$ cat src/logic/ilpc_pkg.sv
`default_nettype none
package ilpc_pkg;
    // Register word indices; byte address is four times the index
    localparam logic [9:0] IDX_PORT_A_DATA  = 10'h0C0;
    localparam logic [9:0] IDX_PORT_B_DATA  = 10'h0C1;
    localparam logic [9:0] IDX_PORT_C_DATA  = 10'h0C2;
    localparam logic [9:0] IDX_PORT_A_OPT   = 10'h0C4;
    localparam logic [9:0] IDX_PORT_B_OPT   = 10'h0C5;
    localparam logic [9:0] IDX_PORT_C_OPT   = 10'h0C6;
    localparam logic [9:0] IDX_INT_OPTION   = 10'h0C8;
    localparam logic [9:0] IDX_CONV_CTRL    = 10'h0D1;
    localparam logic [9:0] IDX_TIMER_CTRL   = 10'h0D4;
    localparam logic [9:0] IDX_RELOAD_CTRL  = 10'h0D5;
    localparam logic [9:0] IDX_EVT_STATUS   = 10'h0E0;
    localparam logic [9:0] IDX_EVT_MASK     = 10'h0E1;
    localparam logic [9:0] IDX_LP_STATUS    = 10'h0E2;
    localparam logic [9:0] IDX_CLK_SEL      = 10'h0E3;
    // Field positions
    localparam int BIT_GLOBAL_EN   = 4;
    localparam int BIT_TIMER_EN    = 0;
    localparam int BIT_CONV_EN     = 0;
    localparam int BIT_RELOAD_OVF  = 0;
    localparam int BIT_COMPARE     = 1;
    localparam int BIT_EDGE        = 2;
    localparam int EVT_WAKE        = 0;
    localparam int EVT_REFUSED     = 1;
    localparam int EVT_STOP_AS_WT  = 2;
    // Reset values
    localparam logic [7:0] RST_REG   = 8'h00;
    localparam logic [2:0] RST_EVT   = 3'h0;
    // AXI responses
    localparam logic [1:0] RESP_OKAY   = 2'h0;
    localparam logic [1:0] RESP_SLVERR = 2'h2;
    // Core execution modes
    localparam logic [1:0] MODE_NORMAL = 2'h0;
    localparam logic [1:0] MODE_IRQ    = 2'h1;
    localparam logic [1:0] MODE_NMI    = 2'h2;
    // Oscillator stabilisation hold, in clock cycles
    localparam int STAB_CYCLES = 2048;
    localparam int STAB_W      = 12;
    typedef enum logic [3:0] {
        ST_RUN  = 4'h1,
        ST_WAIT = 4'h2,
        ST_STOP = 4'h4,
        ST_STAB = 4'h8
    } ilpc_state_e;
endpackage : ilpc_pkg
`default_nettype wire

$ cat src/logic/ilpc_top.sv
`timescale 1ns/1ps
`default_nettype none
// Behaviour
// Port pins gated per pin; ports A and B request vector 1, port C vector 2.
// Timer zero and converter end events go to vector 4, each enabled separately.
// Reload overflow, compare and input edge OR onto vector 3, each enabled.
// Global enable masks every source except the non-maskable one.
// WAIT halts the core at once; clock and peripherals keep running.
// Interrupt ending WAIT resumes the core with no stabilisation delay.
// Reset during WAIT or STOP abandons it and runs the normal reset.
// STOP halts the core and stops the oscillator until interrupt or reset.
// Interrupt ending STOP holds the first instruction for oscillator stabilisation.
// With the watchdog active, STOP acts exactly as WAIT.
// Sleep from main routine: waking service routine runs first.
// Sleep inside non-maskable routine: continue at next instruction, stay there.
// Sleep in maskable routine, maskable wake: continue at next instruction.
// Sleep in maskable routine, non-maskable wake: non-maskable routine runs first.
// Global enable low: no interrupt wakes, the non-maskable one included.
// WAIT or STOP refused while an enabled request is pending.
// Waking leaves the oscillator source selection unchanged.
// Global enable is bit 4 of the write-only interrupt option register.
// Stabilisation hold is a down-counter of parameter length on the restarted clock.
module ilpc_top #(
    parameter int STAB_CYCLES = ilpc_pkg::STAB_CYCLES
) (
    input  wire logic        REF_CLK_I,
    input  wire logic        RST_N_I,
    input  wire logic [11:0] S_AXI_AWADDR_I,
    input  wire logic        S_AXI_AWVALID_I,
    output logic             S_AXI_AWREADY_O,
    input  wire logic [31:0] S_AXI_WDATA_I,
    input  wire logic [3:0]  S_AXI_WSTRB_I,
    input  wire logic        S_AXI_WVALID_I,
    output logic             S_AXI_WREADY_O,
    output logic [1:0]       S_AXI_BRESP_O,
    output logic             S_AXI_BVALID_O,
    input  wire logic        S_AXI_BREADY_I,
    input  wire logic [11:0] S_AXI_ARADDR_I,
    input  wire logic        S_AXI_ARVALID_I,
    output logic             S_AXI_ARREADY_O,
    output logic [31:0]      S_AXI_RDATA_O,
    output logic [1:0]       S_AXI_RRESP_O,
    output logic             S_AXI_RVALID_O,
    input  wire logic        S_AXI_RREADY_I,
    input  wire logic [7:0]  PORT_A_PIN_I,
    input  wire logic [7:0]  PORT_B_PIN_I,
    input  wire logic [7:0]  PORT_C_PIN_I,
    input  wire logic        TIMER_ZERO_FLAG_I,
    input  wire logic        CONV_END_FLAG_I,
    input  wire logic        RELOAD_OVERFLOW_FLAG_I,
    input  wire logic        COMPARE_MATCH_FLAG_I,
    input  wire logic        INPUT_EDGE_FLAG_I,
    input  wire logic        NMI_REQ_I,
    input  wire logic        WAIT_EXEC_I,
    input  wire logic        STOP_EXEC_I,
    input  wire logic [1:0]  CORE_MODE_I,
    input  wire logic        WDG_ACTIVE_I,
    output logic [4:0]       VECTOR_REQ_O,
    output logic             CORE_HALT_O,
    output logic             OSC_STOP_O,
    output logic             RESUME_O,
    output logic             RESUME_SERVICE_O,
    output logic             OSC_SEL_O,
    output logic             IRQ_O
);
    // Register file
    logic [7:0] port_a_data_r, port_b_data_r, port_c_data_r;
    logic [7:0] port_a_opt_r,  port_b_opt_r,  port_c_opt_r;
    logic [7:0] interrupt_option_control_r;
    logic [7:0] converter_control_r, timer_status_control_r, reload_timer_mode_control_r;
    logic [2:0] evt_sts_r, evt_mask_r, evt_set;
    logic       osc_sel_r;
    // Bus slave
    logic        aw_got_r, w_got_r;
    logic [9:0]  aw_idx_r;
    logic [7:0]  wdata_r;
    logic        wlane_r;
    logic        bvalid_r, rvalid_r;
    logic [1:0]  bresp_r, rresp_r;
    logic [31:0] rdata_r;
    // Sequencer
    localparam int STAB_W_L = ilpc_pkg::STAB_W;

    ilpc_pkg::ilpc_state_e state_r, state_nxt;
    logic [STAB_W_L-1:0]   stab_cnt_r;
    logic [1:0]            mode_r;
    logic                  resume_r, svc_r;

    function automatic logic idx_mapped(input logic [9:0] idx);
        idx_mapped = (idx == ilpc_pkg::IDX_PORT_A_DATA) || (idx == ilpc_pkg::IDX_PORT_B_DATA)
                  || (idx == ilpc_pkg::IDX_PORT_C_DATA) || (idx == ilpc_pkg::IDX_PORT_A_OPT)
                  || (idx == ilpc_pkg::IDX_PORT_B_OPT)  || (idx == ilpc_pkg::IDX_PORT_C_OPT)
                  || (idx == ilpc_pkg::IDX_INT_OPTION)  || (idx == ilpc_pkg::IDX_CONV_CTRL)
                  || (idx == ilpc_pkg::IDX_TIMER_CTRL)  || (idx == ilpc_pkg::IDX_RELOAD_CTRL)
                  || (idx == ilpc_pkg::IDX_EVT_STATUS)  || (idx == ilpc_pkg::IDX_EVT_MASK)
                  || (idx == ilpc_pkg::IDX_LP_STATUS)   || (idx == ilpc_pkg::IDX_CLK_SEL);
    endfunction : idx_mapped

    // Interrupt routing
    wire        global_irq_enable = interrupt_option_control_r[ilpc_pkg::BIT_GLOBAL_EN];
    wire [7:0]  pin_en_a = port_a_opt_r & ~port_a_data_r;
    wire [7:0]  pin_en_b = port_b_opt_r & ~port_b_data_r;
    wire [7:0]  pin_en_c = port_c_opt_r & ~port_c_data_r;
    wire        src_v1 = |(~PORT_A_PIN_I & pin_en_a) | |(~PORT_B_PIN_I & pin_en_b);
    wire        src_v2 = |(~PORT_C_PIN_I & pin_en_c);
    wire        src_v3 = (RELOAD_OVERFLOW_FLAG_I & reload_timer_mode_control_r[ilpc_pkg::BIT_RELOAD_OVF])
                       | (COMPARE_MATCH_FLAG_I & reload_timer_mode_control_r[ilpc_pkg::BIT_COMPARE])
                       | (INPUT_EDGE_FLAG_I & reload_timer_mode_control_r[ilpc_pkg::BIT_EDGE]);
    wire        src_v4 = (TIMER_ZERO_FLAG_I & timer_status_control_r[ilpc_pkg::BIT_TIMER_EN])
                       | (CONV_END_FLAG_I & converter_control_r[ilpc_pkg::BIT_CONV_EN]);
    wire [3:0]  mask_req = {4{global_irq_enable}} & {src_v4, src_v3, src_v2, src_v1};
    wire        any_mask = |mask_req;
    wire        wake_req = global_irq_enable & (any_mask | NMI_REQ_I);
    wire        in_nmi   = (CORE_MODE_I == ilpc_pkg::MODE_NMI);
    wire        sleeping = (state_r != ilpc_pkg::ST_RUN);

    assign VECTOR_REQ_O = {mask_req & {4{~in_nmi & ~sleeping}}, NMI_REQ_I & ~sleeping};
    assign CORE_HALT_O  = sleeping;
    assign OSC_STOP_O   = (state_r == ilpc_pkg::ST_STOP);
    assign OSC_SEL_O    = osc_sel_r;
    assign RESUME_O     = resume_r;
    assign RESUME_SERVICE_O = svc_r;

    // Low-power sequencer
    wire lp_exec    = WAIT_EXEC_I | STOP_EXEC_I;
    wire refuse     = lp_exec & wake_req;
    wire stop_block = STOP_EXEC_I & WDG_ACTIVE_I;
    wire stab_done  = (stab_cnt_r == '0);
    wire wake_svc   = (mode_r == ilpc_pkg::MODE_NORMAL)
                    | ((mode_r == ilpc_pkg::MODE_IRQ) & ~any_mask & NMI_REQ_I);
    wire leave_now  = (state_r == ilpc_pkg::ST_WAIT) & wake_req;
    wire leave_stab = (state_r == ilpc_pkg::ST_STAB) & stab_done;

    always_comb
    begin
        state_nxt = state_r;
        case (state_r)
            ilpc_pkg::ST_RUN:
            begin
                if (lp_exec && !refuse)
                begin
                    state_nxt = (STOP_EXEC_I && !stop_block) ? ilpc_pkg::ST_STOP : ilpc_pkg::ST_WAIT;
                end
            end
            ilpc_pkg::ST_WAIT:
            begin
                if (wake_req)
                begin
                    state_nxt = ilpc_pkg::ST_RUN;
                end
            end
            ilpc_pkg::ST_STOP:
            begin
                if (wake_req)
                begin
                    state_nxt = ilpc_pkg::ST_STAB;
                end
            end
            ilpc_pkg::ST_STAB:
            begin
                if (stab_done)
                begin
                    state_nxt = ilpc_pkg::ST_RUN;
                end
            end
            default:
            begin
                state_nxt = ilpc_pkg::ST_RUN;
            end
        endcase
    end

    wire stab_load = (state_r == ilpc_pkg::ST_STOP) & wake_req;
    wire [STAB_W_L-1:0] stab_init = STAB_W_L'(STAB_CYCLES - 1);

    always_ff @(posedge REF_CLK_I or negedge RST_N_I)
    begin
        if (!RST_N_I)
        begin
            state_r    <= ilpc_pkg::ST_RUN;
            stab_cnt_r <= '0;
            mode_r     <= ilpc_pkg::MODE_NORMAL;
            resume_r   <= 1'b0;
            svc_r      <= 1'b0;
        end
        else
        begin
            state_r  <= state_nxt;
            resume_r <= leave_now | leave_stab;
            if (stab_load)
                stab_cnt_r <= stab_init;
            else if (!stab_done)
                stab_cnt_r <= stab_cnt_r - 1'b1;
            if (state_r == ilpc_pkg::ST_RUN && lp_exec && !refuse)
                mode_r <= CORE_MODE_I;
            if (leave_now || stab_load)
                svc_r <= wake_svc;
        end
    end

    // Event status, set wins over clear
    assign evt_set[ilpc_pkg::EVT_WAKE]       = leave_now | stab_load;
    assign evt_set[ilpc_pkg::EVT_REFUSED]    = (state_r == ilpc_pkg::ST_RUN) & refuse;
    assign evt_set[ilpc_pkg::EVT_STOP_AS_WT] = (state_r == ilpc_pkg::ST_RUN) & stop_block & ~refuse;
    assign IRQ_O = |(evt_sts_r & evt_mask_r);

    // AXI4-Lite write path
    wire       aw_take = S_AXI_AWVALID_I & S_AXI_AWREADY_O;
    wire       w_take  = S_AXI_WVALID_I & S_AXI_WREADY_O;
    wire       wr_go   = aw_got_r & w_got_r;
    wire       wr_ok   = idx_mapped(aw_idx_r);
    wire       wr_en   = wr_go & wr_ok & wlane_r;
    assign S_AXI_AWREADY_O = ~aw_got_r & ~bvalid_r;
    assign S_AXI_WREADY_O  = ~w_got_r & ~bvalid_r;
    assign S_AXI_BVALID_O  = bvalid_r;
    assign S_AXI_BRESP_O   = bresp_r;
    wire sts_clr_hit = wr_en & (aw_idx_r == ilpc_pkg::IDX_EVT_STATUS);
    wire [2:0] sts_clr = sts_clr_hit ? wdata_r[2:0] : 3'h0;

    always_ff @(posedge REF_CLK_I or negedge RST_N_I)
    begin
        if (!RST_N_I)
        begin
            aw_got_r <= 1'b0;
            w_got_r  <= 1'b0;
            aw_idx_r <= '0;
            wdata_r  <= ilpc_pkg::RST_REG;
            wlane_r  <= 1'b0;
            bvalid_r <= 1'b0;
            bresp_r  <= ilpc_pkg::RESP_OKAY;
        end
        else
        begin
            if (aw_take)
            begin
                aw_got_r <= 1'b1;
                aw_idx_r <= S_AXI_AWADDR_I[11:2];
            end
            if (w_take)
            begin
                w_got_r <= 1'b1;
                wdata_r <= S_AXI_WDATA_I[7:0];
                wlane_r <= S_AXI_WSTRB_I[0];
            end
            if (wr_go)
            begin
                aw_got_r <= 1'b0;
                w_got_r  <= 1'b0;
                bvalid_r <= 1'b1;
                bresp_r  <= wr_ok ? ilpc_pkg::RESP_OKAY : ilpc_pkg::RESP_SLVERR;
            end
            else if (bvalid_r && S_AXI_BREADY_I)
                bvalid_r <= 1'b0;
        end
    end

    always_ff @(posedge REF_CLK_I or negedge RST_N_I)
    begin
        if (!RST_N_I)
        begin
            port_a_data_r <= ilpc_pkg::RST_REG;
            port_b_data_r <= ilpc_pkg::RST_REG;
            port_c_data_r <= ilpc_pkg::RST_REG;
            port_a_opt_r  <= ilpc_pkg::RST_REG;
            port_b_opt_r  <= ilpc_pkg::RST_REG;
            port_c_opt_r  <= ilpc_pkg::RST_REG;
            interrupt_option_control_r  <= ilpc_pkg::RST_REG;
            converter_control_r         <= ilpc_pkg::RST_REG;
            timer_status_control_r      <= ilpc_pkg::RST_REG;
            reload_timer_mode_control_r <= ilpc_pkg::RST_REG;
            evt_sts_r  <= ilpc_pkg::RST_EVT;
            evt_mask_r <= ilpc_pkg::RST_EVT;
            osc_sel_r  <= 1'b0;
        end
        else
        begin
            evt_sts_r <= (evt_sts_r & ~sts_clr) | evt_set;
            if (wr_en)
            begin
                case (aw_idx_r)
                    ilpc_pkg::IDX_PORT_A_DATA: port_a_data_r <= wdata_r;
                    ilpc_pkg::IDX_PORT_B_DATA: port_b_data_r <= wdata_r;
                    ilpc_pkg::IDX_PORT_C_DATA: port_c_data_r <= wdata_r;
                    ilpc_pkg::IDX_PORT_A_OPT:  port_a_opt_r  <= wdata_r;
                    ilpc_pkg::IDX_PORT_B_OPT:  port_b_opt_r  <= wdata_r;
                    ilpc_pkg::IDX_PORT_C_OPT:  port_c_opt_r  <= wdata_r;
                    ilpc_pkg::IDX_INT_OPTION:  interrupt_option_control_r  <= wdata_r;
                    ilpc_pkg::IDX_CONV_CTRL:   converter_control_r         <= wdata_r;
                    ilpc_pkg::IDX_TIMER_CTRL:  timer_status_control_r      <= wdata_r;
                    ilpc_pkg::IDX_RELOAD_CTRL: reload_timer_mode_control_r <= wdata_r;
                    ilpc_pkg::IDX_EVT_MASK:    evt_mask_r <= wdata_r[2:0];
                    ilpc_pkg::IDX_CLK_SEL:     osc_sel_r  <= wdata_r[0];
                    default:                   osc_sel_r  <= osc_sel_r;
                endcase
            end
        end
    end

    // AXI4-Lite read path
    wire       ar_take = S_AXI_ARVALID_I & S_AXI_ARREADY_O;
    wire [9:0] ar_idx  = S_AXI_ARADDR_I[11:2];
    logic [7:0] rd_val;
    assign S_AXI_ARREADY_O = ~rvalid_r;
    assign S_AXI_RVALID_O  = rvalid_r;
    assign S_AXI_RDATA_O   = rdata_r;
    assign S_AXI_RRESP_O   = rresp_r;

    always_comb
    begin
        case (ar_idx)
            ilpc_pkg::IDX_PORT_A_DATA: rd_val = port_a_data_r;
            ilpc_pkg::IDX_PORT_B_DATA: rd_val = port_b_data_r;
            ilpc_pkg::IDX_PORT_C_DATA: rd_val = port_c_data_r;
            ilpc_pkg::IDX_PORT_A_OPT:  rd_val = port_a_opt_r;
            ilpc_pkg::IDX_PORT_B_OPT:  rd_val = port_b_opt_r;
            ilpc_pkg::IDX_PORT_C_OPT:  rd_val = port_c_opt_r;
            ilpc_pkg::IDX_CONV_CTRL:   rd_val = converter_control_r;
            ilpc_pkg::IDX_TIMER_CTRL:  rd_val = timer_status_control_r;
            ilpc_pkg::IDX_RELOAD_CTRL: rd_val = reload_timer_mode_control_r;
            ilpc_pkg::IDX_EVT_STATUS:  rd_val = {5'h00, evt_sts_r};
            ilpc_pkg::IDX_EVT_MASK:    rd_val = {5'h00, evt_mask_r};
            ilpc_pkg::IDX_LP_STATUS:   rd_val = {2'h0, mode_r, state_r};
            ilpc_pkg::IDX_CLK_SEL:     rd_val = {7'h00, osc_sel_r};
            default:                   rd_val = 8'h00;
        endcase
    end

    always_ff @(posedge REF_CLK_I or negedge RST_N_I)
    begin
        if (!RST_N_I)
        begin
            rvalid_r <= 1'b0;
            rdata_r  <= 32'h0000_0000;
            rresp_r  <= ilpc_pkg::RESP_OKAY;
        end
        else if (ar_take)
        begin
            rvalid_r <= 1'b1;
            rdata_r  <= {24'h00_0000, rd_val};
            rresp_r  <= idx_mapped(ar_idx) ? ilpc_pkg::RESP_OKAY : ilpc_pkg::RESP_SLVERR;
        end
        else if (rvalid_r && S_AXI_RREADY_I)
            rvalid_r <= 1'b0;
    end
endmodule : ilpc_top
`default_nettype wire

$ cat config.mk
export PLATFORM = sky130hd
export DESIGN_NAME = ilpc_top
export DESIGN_NICKNAME = d
export VERILOG_FILES = /design/src/logic/ilpc_pkg.sv /design/src/logic/ilpc_top.sv
export SDC_FILE = /design/constraint.sdc
export NUM_CORES = 1
export LEC_CHECK = 0
export BUFFER_PORTS_ARGS = -buffer_cell sky130_fd_sc_hd__buf_2
export CORE_ASPECT_RATIO = 1.2
export CORE_MARGIN = 3
export CORE_UTILIZATION = 35
export CTS_BUF_LIST = sky130_fd_sc_hd__clkbuf_4 sky130_fd_sc_hd__clkbuf_8
export CTS_CLUSTER_SIZE = 40
export DETAILED_ROUTE_END_ITERATION = 10
export SLEW_MARGIN = 40
export SYNTH_ARGS = -nofsm -noshare
export SYNTH_HDL_FRONTEND = slang
export SYNTH_SLANG_ARGS = --single-unit
$ cat constraint.sdc
create_clock -name REF_CLK_I -period 2.7 [get_ports REF_CLK_I]
set_clock_uncertainty 0.2 [all_clocks]
set_input_delay 0.135 -clock REF_CLK_I [delete_from_list [all_inputs] [get_ports REF_CLK_I]]
set_output_delay 0.135 -clock REF_CLK_I [all_outputs]
set_load 0.01 [all_outputs]
# After elaboration in Yosys (flattened, before gate mapping)
# Cells that the tools add are included.
dict set report totals {
  ff_bits 139
  wordCells 210
}
dict set report op_classes {
  n_eq_ne 40
  muxes 20
  addsub 1
  n_reduce_logical 59
  bitwise 62
}
# op count
set ops {}
lappend ops {{10-bit by 8-bit == test with 1-bit output, second input constant} 28}
lappend ops {{8-bit case mux with 13 select lines} 1}
lappend ops {{8-bit AND} 6}
lappend ops {{8-bit NOT} 6}
lappend ops {{1-bit AND} 27}
lappend ops {{1-bit logical OR} 27}
lappend ops {{12-bit 2-to-1 mux} 2}
lappend ops {{2-bit AND reduction} 12}
lappend ops {{8-bit OR reduction} 3}
lappend ops {{4-bit 2-to-1 mux} 4}
lappend ops {{4-bit case mux with 4 select lines} 1}
lappend ops {{12-bit zero test} 1}
lappend ops {{12-bit by 1-bit subtractor with 12-bit output, second input constant} 1}
lappend ops {{1-bit bitwise OR} 9}
lappend ops {{4-bit AND} 2}
lappend ops {{1-bit 2-to-1 mux} 8}
lappend ops {{1-bit NOT} 8}
lappend ops {{2-bit nonzero test} 4}
lappend ops {{3-bit AND} 2}
lappend ops {{1-bit logical AND} 6}
lappend ops {{3-bit 2-to-1 mux} 2}
lappend ops {{2-bit inequality test, second input constant} 3}
lappend ops {{4-bit by 1-bit == test with 1-bit output, second input constant} 1}
lappend ops {{4-bit by 2-bit == test with 1-bit output, second input constant} 1}
lappend ops {{14 further kinds} 17}

# Depth between registers and ports, before layout
# Gate-level depths: netlist (run 1).
dict set report depth {
  word_depth 21
  ltp_mapped 9
  depth_no_buf 8
}

# Worst setup path before layout (run 1)
# No wires, ideal clock.
dict set report synth_timing {
  kind {register to register}
  startpoint {register aw_idx_r[8]}
  endpoint {register port_b_opt_r[0]}
  required_time_ns 2.375
  path_stages_with_launch 6
  setup_ns 0.125
  arrival_ns 1.862
  path_slack_ns 0.513
  cell_sequence {dfrtp_1 -> nand4bb_4 -> or3_1 -> buf_6 -> nor4_4 -> mux2_2}
}
dict set report synth_via {
  elab_chain_len 17
  elab_cells_between_ends 30
  cone_classes {eq/ne (14); bitwise (2); reduce/logical (14)}
}
# item line_no
set synth_lines {}
lappend synth_lines {{start: declaration} ilpc_top.sv:75} ;# logic [9:0] aw_idx_r;
lappend synth_lines {{start signal: assignment} ilpc_top.sv:237} ;# aw_idx_r <= S_AXI_AWADDR_I[11:2];
lappend synth_lines {{10-bit by 8-bit == test with 1-bit output} ilpc_top.sv:90} ;# idx_mapped = (idx == ilpc_pkg::IDX_PORT_A_DATA) || (idx == ilpc_pkg::IDX_PORT_B_DATA)
lappend synth_lines {{1-bit logical OR} ilpc_top.sv:90}
lappend synth_lines {{1-bit logical OR (2 in a row)} ilpc_top.sv:91} ;# || (idx == ilpc_pkg::IDX_PORT_C_DATA) || (idx == ilpc_pkg::IDX_PORT_A_OPT)
lappend synth_lines {{1-bit logical OR (2 in a row)} ilpc_top.sv:92} ;# || (idx == ilpc_pkg::IDX_PORT_B_OPT) || (idx == ilpc_pkg::IDX_PORT_C_OPT)
lappend synth_lines {{1-bit logical OR (2 in a row)} ilpc_top.sv:93} ;# || (idx == ilpc_pkg::IDX_INT_OPTION) || (idx == ilpc_pkg::IDX_CONV_CTRL)
lappend synth_lines {{1-bit logical OR (2 in a row)} ilpc_top.sv:94} ;# || (idx == ilpc_pkg::IDX_TIMER_CTRL) || (idx == ilpc_pkg::IDX_RELOAD_CTRL)
lappend synth_lines {{1-bit logical OR (2 in a row)} ilpc_top.sv:95} ;# || (idx == ilpc_pkg::IDX_EVT_STATUS) || (idx == ilpc_pkg::IDX_EVT_MASK)
lappend synth_lines {{1-bit logical OR (2 in a row)} ilpc_top.sv:96} ;# || (idx == ilpc_pkg::IDX_LP_STATUS) || (idx == ilpc_pkg::IDX_CLK_SEL);
lappend synth_lines {{1-bit AND (2 in a row)} ilpc_top.sv:212} ;# wire wr_en = wr_go & wr_ok & wlane_r;
lappend synth_lines {{2-bit AND reduction (no line) *} n/a}
lappend synth_lines {{end signal: assignment} ilpc_top.sv:265} ;# port_b_opt_r <= ilpc_pkg::RST_REG;
lappend synth_lines {{end signal: assignment} ilpc_top.sv:285} ;# ilpc_pkg::IDX_PORT_B_OPT: port_b_opt_r <= wdata_r;
lappend synth_lines {{end: declaration} ilpc_top.sv:68} ;# logic [7:0] port_a_opt_r, port_b_opt_r, port_c_opt_r;
# Every way passes the cells marked *; elsewhere a longest branch is shown, timed or not.
# A chain may end at the register's enable or synchronous reset.

# Final worst setup path (run 1)
dict set report layout_timing {
  startpoint {register aw_idx_r[8]}
  endpoint {register port_c_data_r[1]}
}
dict set report layout_via {
  elab_chain_len 17
  elab_cells_between_ends 30
  cone_classes {eq/ne (14); bitwise (2); reduce/logical (14)}
}
# item line_no
set layout_lines {}
lappend layout_lines {{10-bit by 8-bit == test with 1-bit output} ilpc_top.sv:90}
lappend layout_lines {{1-bit logical OR} ilpc_top.sv:90}
lappend layout_lines {{1-bit logical OR (2 in a row)} ilpc_top.sv:91}
lappend layout_lines {{1-bit logical OR (2 in a row)} ilpc_top.sv:92}
lappend layout_lines {{1-bit logical OR (2 in a row)} ilpc_top.sv:93}
lappend layout_lines {{1-bit logical OR (2 in a row)} ilpc_top.sv:94}
lappend layout_lines {{1-bit logical OR (2 in a row)} ilpc_top.sv:95}
lappend layout_lines {{1-bit logical OR (2 in a row)} ilpc_top.sv:96}
lappend layout_lines {{1-bit AND (2 in a row)} ilpc_top.sv:212}
lappend layout_lines {{2-bit AND reduction (no line) *} n/a}
lappend layout_lines {{end signal: assignment} ilpc_top.sv:263} ;# port_c_data_r <= ilpc_pkg::RST_REG;
lappend layout_lines {{end signal: assignment} ilpc_top.sv:283} ;# ilpc_pkg::IDX_PORT_C_DATA: port_c_data_r <= wdata_r;
lappend layout_lines {{end: declaration} ilpc_top.sv:67} ;# logic [7:0] port_a_data_r, port_b_data_r, port_c_data_r;
# Marked as above.

==> results.toml, run 1 <==
[run_status]
outcome = "finished clean"

[floorplanning]
rows = 55
die_h_um = 160
die_x_um = 134
design.portCount = 154
start_util = 0.362
core_um2 = 19100
die-area_um2 = 21500

[routing]
drt_pass1_iterations = 4
drc = 0
antenna_left = 0
post_drt_wl_per_cell_um = 17.7
routed_via_density = 5.01
routed_wl_mm = 18.0
dr_total_vias = 5091
first_iter_violations = 235

[worst_setup_path]
required_ns = 2.83
slowest_stage = "or3_1"
criticalPathCategory = "reg2reg"
endpoint_kind = "flop"
crit_cells = 6
slowest_delay_ns = 0.46
r2r-start = "aw_idx_r[8]$_DFFE_PN0P_"
cp-start-kind = "flop"
cp_data_arrival_time_ns = 2.61
crit_family = "simple AND/OR/NAND/NOR gates"
regToRegEndpoint = "port_c_data_r[1]$_DFFE_PN0P_"
worst_r2r_path_depth = 6
regToRegSetupSlack_ns = 0.22
worst-path-max-fanout = 8
critPathBufInv = 0
crit_chain = "nand4bb_4 > or3_1 > nor2_2 > nand3_1 > nor2_4 > mux2_2"

[yosys]
synthCells = 619
synth_ff_type = "dfrtp_1"
synth-seq-area-share = 0.481
yosys.area.top_type = "dfrtp_1"
ys_warn_count = 0
netlist_area_um2 = 6920
synth_edf_count = 0
postSynthAreaPerCell_um2 = 11.2
netlist.area_leader.share = 0.478
ys_ff_latch = 133
yosysUniqueCellTypes = 68
netlist_top_cells_area = "dfrtp_1 48%, mux2_2 17%, buf_4 2.9%"
async_flop_share = 1.00
synth_common_cells = "132 x dfrtp_1, 107 x mux2_2, 41 x nand2_1"
synthMostInstantiatedCell = "dfrtp_1"

[finish]
layout-drive-gt1-share = 0.363
area_delta_synth_final_pct = 20.7
fillers = 1878
layout.nets = 850
diodes = 0

[clock_tree]
cts_resized = 0
clk_latency_ns = 0.45
max-clock-path-buffers = 2
cts_tree = "yes"
cts_setup_buffers = 0
numCtsBuffers = 17
cts_sinks = 133
htreeDepth = 4
cts_root_buffer = "clkbuf_8"
path_clk_slew_ns = 0.08

[sta]
setup_violations = 0
final_max_slew_viol_count = 0
tns_ns = 0
min_period_ns = 2.48
relSlewSlack = 0.618
fin_crit_sh = 0.917
hold_viol_final = 0
max_freq_mhz = 404
tightest_slew_ns = 0.559
fin_hold_ws_ns = 0.0115
rsz0062_at_grt = "no"

[placed_design]
place_hpwl_mm = 13.5
finalWeightedCongestion = 0.917
io_buffers = 96

[pwr]
p_sw_frac = 0.331
power_density_nw_per_um2 = 680
p_int_mw = 3.80
clkPwrFrac = 0.316
ir_worst_vdd_mv = 0.357
p_switching_mw = 1.88
p_seq_frac = 0.492
p_comb_frac = 0.192
power_leakage_nw = 3.93

[grt]
grt_max_degree = 55
grtUsageTotal = 0.175
grt_pass1_wl_mm = 29.4
grt-ovfl-total = 0
antenna_found_initial = 0
grt_pass1_vias = 5303

[flow_run]
cap_violations = 0

[min_path]
hold_path.class = "in2async"
[layer usage]
layer / vias up / part of all wire / GRT usage
li1: 2458 / - / -
met1: 2476 / 0.46 / 0.236
met2: 131 / 0.47 / 0.280
met3: 26 / 0.040 / 0.0347
met4: 0 / 0.026 / 0.0611
met5: - / 0 / 0
[registers in the layout, summed over array words and instances (netlist names), 2 cells and up]
signal	cells
stab_cnt_r	12
port_b_data_r	8
timer_status_control_r	8
evt_sts_r	3
S_AXI_RDATA_O	8
port_c_opt_r	8
port_a_opt_r	8
wdata_r	8
aw_idx_r	10
converter_control_r	8
state_r	4
mode_r	2
port_a_data_r	8
reload_timer_mode_control_r	8
port_b_opt_r	8
port_c_data_r	8
evt_mask_r	3
[layout by cell type (no fill, tap or decap), drive strengths merged, types with 6 or more instances in the layout]
cell type	instances
nor2	43
nand3	12
dfrtp	132
clkbuf	18
a22oi	6
nor3b	19
a21oi	13
nor3	12
nor4	17
buf	120
mux2	107
mux2i	17
conb	26
inv	15
a31oi	6
dlygate4sd3	28
o21ai	21
nand2	41
nand2b	7
clkinv	7
[logic make-up after synthesis]
| logic type | share of synthesized area |
|---|---|
| buf+inv | 0.0599 |
| other cells | 0.000542 |
| xor+xnor | 0.0114 |
| simple gates | 0.156 |
| compound gates | 0.0867 |
| mux | 0.202 |
| flops | 0.481 |
| fa+ha+maj | 0.00181 |
[timing repair]
item                                    CTS  global route
endpoints found under the setup margin    0             0
hold endpoints to repair                162             0
hold buffers                             28             0
[per-stage QoR]
step / instances / utilization / worst slack (ns) / cell area [um2] / power (mW)
after floorplan: 644 / - / 0.513 / 7010 / 3.45
after global placement: 956 / 0.399 / 0.218 / 7640 / 3.88
after detailed placement: 956 / 0.399 / 0.170 / 7640 / 3.90
after CTS: 1016 / 0.436 / 0.204 / 8350 / 5.72
after global routing: 1016 / 0.436 / 0.0717 / 8350 / 6.01
final: 1016 / 0.436 / 0.224 / 8350 / 5.68
[worst max-delay path by stage]
stage / from / slack [ns] / endpoint
final: aw_idx_r[8]$_DFFE_PN0P_ / 0.22 / port_c_data_r[1]$_DFFE_PN0P_
after global placement: port_b_opt_r[0]$_DFFE_PN0P_ / 0.22 / stab_cnt_r[2]$_DFFE_PN0P_
after CTS: port_b_opt_r[0]$_DFFE_PN0P_ / 0.20 / stab_cnt_r[2]$_DFFE_PN0P_
after floorplan: aw_idx_r[8]$_DFFE_PN0P_ / 0.51 / port_b_opt_r[0]$_DFFE_PN0P_
after detailed placement: port_b_opt_r[0]$_DFFE_PN0P_ / 0.17 / state_r[3]$_DFFE_PN0P_
after global routing: port_b_opt_r[1]$_DFFE_PN0P_ / 0.07 / state_r[3]$_DFFE_PN0P_
[power by group through the flow]
stage | logic (mW) | registers (mW) | clock network (mW)
global route | 1.22 | 2.86 | 1.93
CTS | 1.10 | 2.78 | 1.83
finish | 1.09 | 2.79 | 1.79
detailed placement | 1.07 | 2.82 | 0
floorplan | 0.968 | 2.48 | 0
global placement | 1.06 | 2.82 | 0
[final cells by class]
type	count	area, um2	area share
Sequential cell	133	3330	0.399
Inverter	12	45.0	0.00540
Clock inverter	14	176	0.0211
Multi-Input combinational cell	435	3270	0.391
Timing Repair Buffer	148	960	0.115
Clock buffer	18	248	0.0297
Tap cell	256	320	0.0384
No activity file was read; power rests on OpenSTA's default activity.
==> run 2: changes to the inputs <==
--- a/config.mk
+++ b/config.mk
@@ -12,6 +12,8 @@
 export CTS_BUF_LIST = sky130_fd_sc_hd__clkbuf_4 sky130_fd_sc_hd__clkbuf_8
 export CTS_CLUSTER_SIZE = 40
 export DETAILED_ROUTE_END_ITERATION = 10
+export MAX_ROUTING_LAYER = met4
+export SKIP_LAST_GASP = 1
 export SLEW_MARGIN = 40
 export SYNTH_ARGS = -nofsm -noshare
 export SYNTH_HDL_FRONTEND = slang
==> results.toml, run 2 (synthesis results as in run 1) <==
[run_status]
outcome = "finished clean"

[finish]
final_cell_mix = "132 x dfrtp_1, 107 x mux2_2, 95 x buf_2, 41 x nand2_1, 39 x nor2_1"
final_common_cell = "dfrtp_1"
ff_latch_area_um2 = 3330
final_area_um2 = 8350
fin_util = 0.436
layout-drive-gt1-share = 0.363
reg_top3 = "stab_cnt_r: 12 flops, aw_idx_r: 10 flops"
area_delta_synth_final_pct = 20.7
layout.nets = 850
largest_reg_flops = 12
multi_input_area_um2 = 3270
fillers = 1878
layoutNonFillerInstCount = 1016
diodes = 0
regMostFlops = "stab_cnt_r"

[routing]
routed_wl_mm = 18.0
antenna_left = 0
routed_via_density = 5.05
first_iter_violations = 270
drt_pass1_iterations = 4
dr_total_vias = 5135
post_drt_wl_per_cell_um = 17.7
drc = 0

[worst_setup_path]
worst_r2r_path_depth = 6
regToRegSetupSlack_ns = 0.24
regToRegEndpoint = "port_c_data_r[1]$_DFFE_PN0P_"
r2r-start = "aw_idx_r[8]$_DFFE_PN0P_"
worst-path-max-fanout = 8
required_ns = 2.83
cp-start-kind = "flop"
crit_path_end = "port_c_data_r[1]$_DFFE_PN0P_"
endpoint_kind = "flop"
cp_data_arrival_time_ns = 2.59
criticalPathCategory = "reg2reg"
worstSetupStartpoint = "aw_idx_r[8]$_DFFE_PN0P_"

[pwr]
clkPwrFrac = 0.315
p_comb_frac = 0.192
p_sw_frac = 0.330
total_power_mw = 5.66
power_leakage_nw = 3.93
power_density_nw_per_um2 = 679
ir_worst_vdd_mv = 0.356
p_switching_mw = 1.87
p_int_mw = 3.80
p_seq_frac = 0.493

[clock_tree]
cts_root_buffer = "clkbuf_8"
cts_tree = "yes"
path_clk_slew_ns = 0.08
cts_sinks = 133
htreeDepth = 4
max-clock-path-buffers = 2
numCtsBuffers = 17
cts_resized = 0
cts_setup_buffers = 0
hold_buffers = 28
clk_latency_ns = 0.44

[grt]
met3_usage = 0.0331
antenna_found_initial = 0
grt-ovfl-total = 0
grtUsageTotal = 0.180
busiest_layer = "met2"
grt_use_met1 = 0.237
grt_use_met2 = 0.280
grt_pass1_wl_mm = 29.4
grt_pass1_vias = 5304
grt_max_degree = 55

[placed_design]
io_buffers = 96
finalWeightedCongestion = 0.933
place_hpwl_mm = 13.5
dp.cells = 956
placed_cell_area_um2 = 7640

[sta]
max_freq_mhz = 407
min_period_ns = 2.46
relSlewSlack = 0.620
hold_viol_final = 0
final_max_slew_viol_count = 0
rsz0062_at_grt = "no"
tightest_slew_ns = 0.555
setup_violations = 0
fin_crit_sh = 0.911
tns_ns = 0

[flow_run]
cap_violations = 0

[min_path]
hold_path.class = "in2async"

[floorplanning]
design.portCount = 154
rows = 55
die-area_um2 = 21500
die_x_um = 134
die_h_um = 160
start_util = 0.362
core_um2 = 19100
[run 2: worst max-delay path, stage by stage (launching register included)]
cell and delay (ns):
dfrtp_1 0.39, nand4bb_4 0.25, or3_1 0.46, nor2_2 0.18, nand3_1 0.14, nor2_4 0.34
mux2_2 0.38
[run 2: worst min path at each step]
stage	endpoint	depth (start not counted)
3_3_place_gp	stab_cnt_r[8]$_DFFE_PN0P_	1
2_1_floorplan	OSC_SEL_O$_DFFE_PN0P_	0
4_1_cts	stab_cnt_r[8]$_DFFE_PN0P_	2
6_report	stab_cnt_r[8]$_DFFE_PN0P_	2
3_5_place_dp	stab_cnt_r[8]$_DFFE_PN0P_	1
5_1_grt	stab_cnt_r[8]$_DFFE_PN0P_	2
[run 2: per-layer routing]
metal	vias up	share of wire
met5	-	0
met1	2499	0.46
met3	26	0.038
met4	0	0.026
li1	2463	-
met2	147	0.47
[run 2: area by class of cell]
| type | instances | area share |
|---|---|---|
| Tap cell | 256 | 0.0384 |
| Sequential cell | 133 | 0.399 |
| Inverter | 12 | 0.00540 |
| Clock buffer | 18 | 0.0297 |
| Multi-Input combinational cell | 435 | 0.391 |
| Clock inverter | 14 | 0.0211 |
| Timing Repair Buffer | 148 | 0.115 |
[run 2: power by group through the flow]
stage	sequential (mW)	combinational, mW	clock, mW
6_report	2.79	1.09	1.79
5_1_grt	2.86	1.22	1.93
4_1_cts	2.78	1.10	1.83
3_5_place_dp	2.82	1.07	0
3_3_place_gp	2.82	1.06	0
2_1_floorplan	2.48	0.968	0
[run 2: through the flow]
step	setup WS (ns)	hold slack (ns)
final	0.240	0.0173
after global routing	0.0717	0.0510
after CTS	0.204	0.0254
after detailed placement	0.170	-0.0512
after global placement	0.218	-0.0550
after floorplan	0.513	-0.361
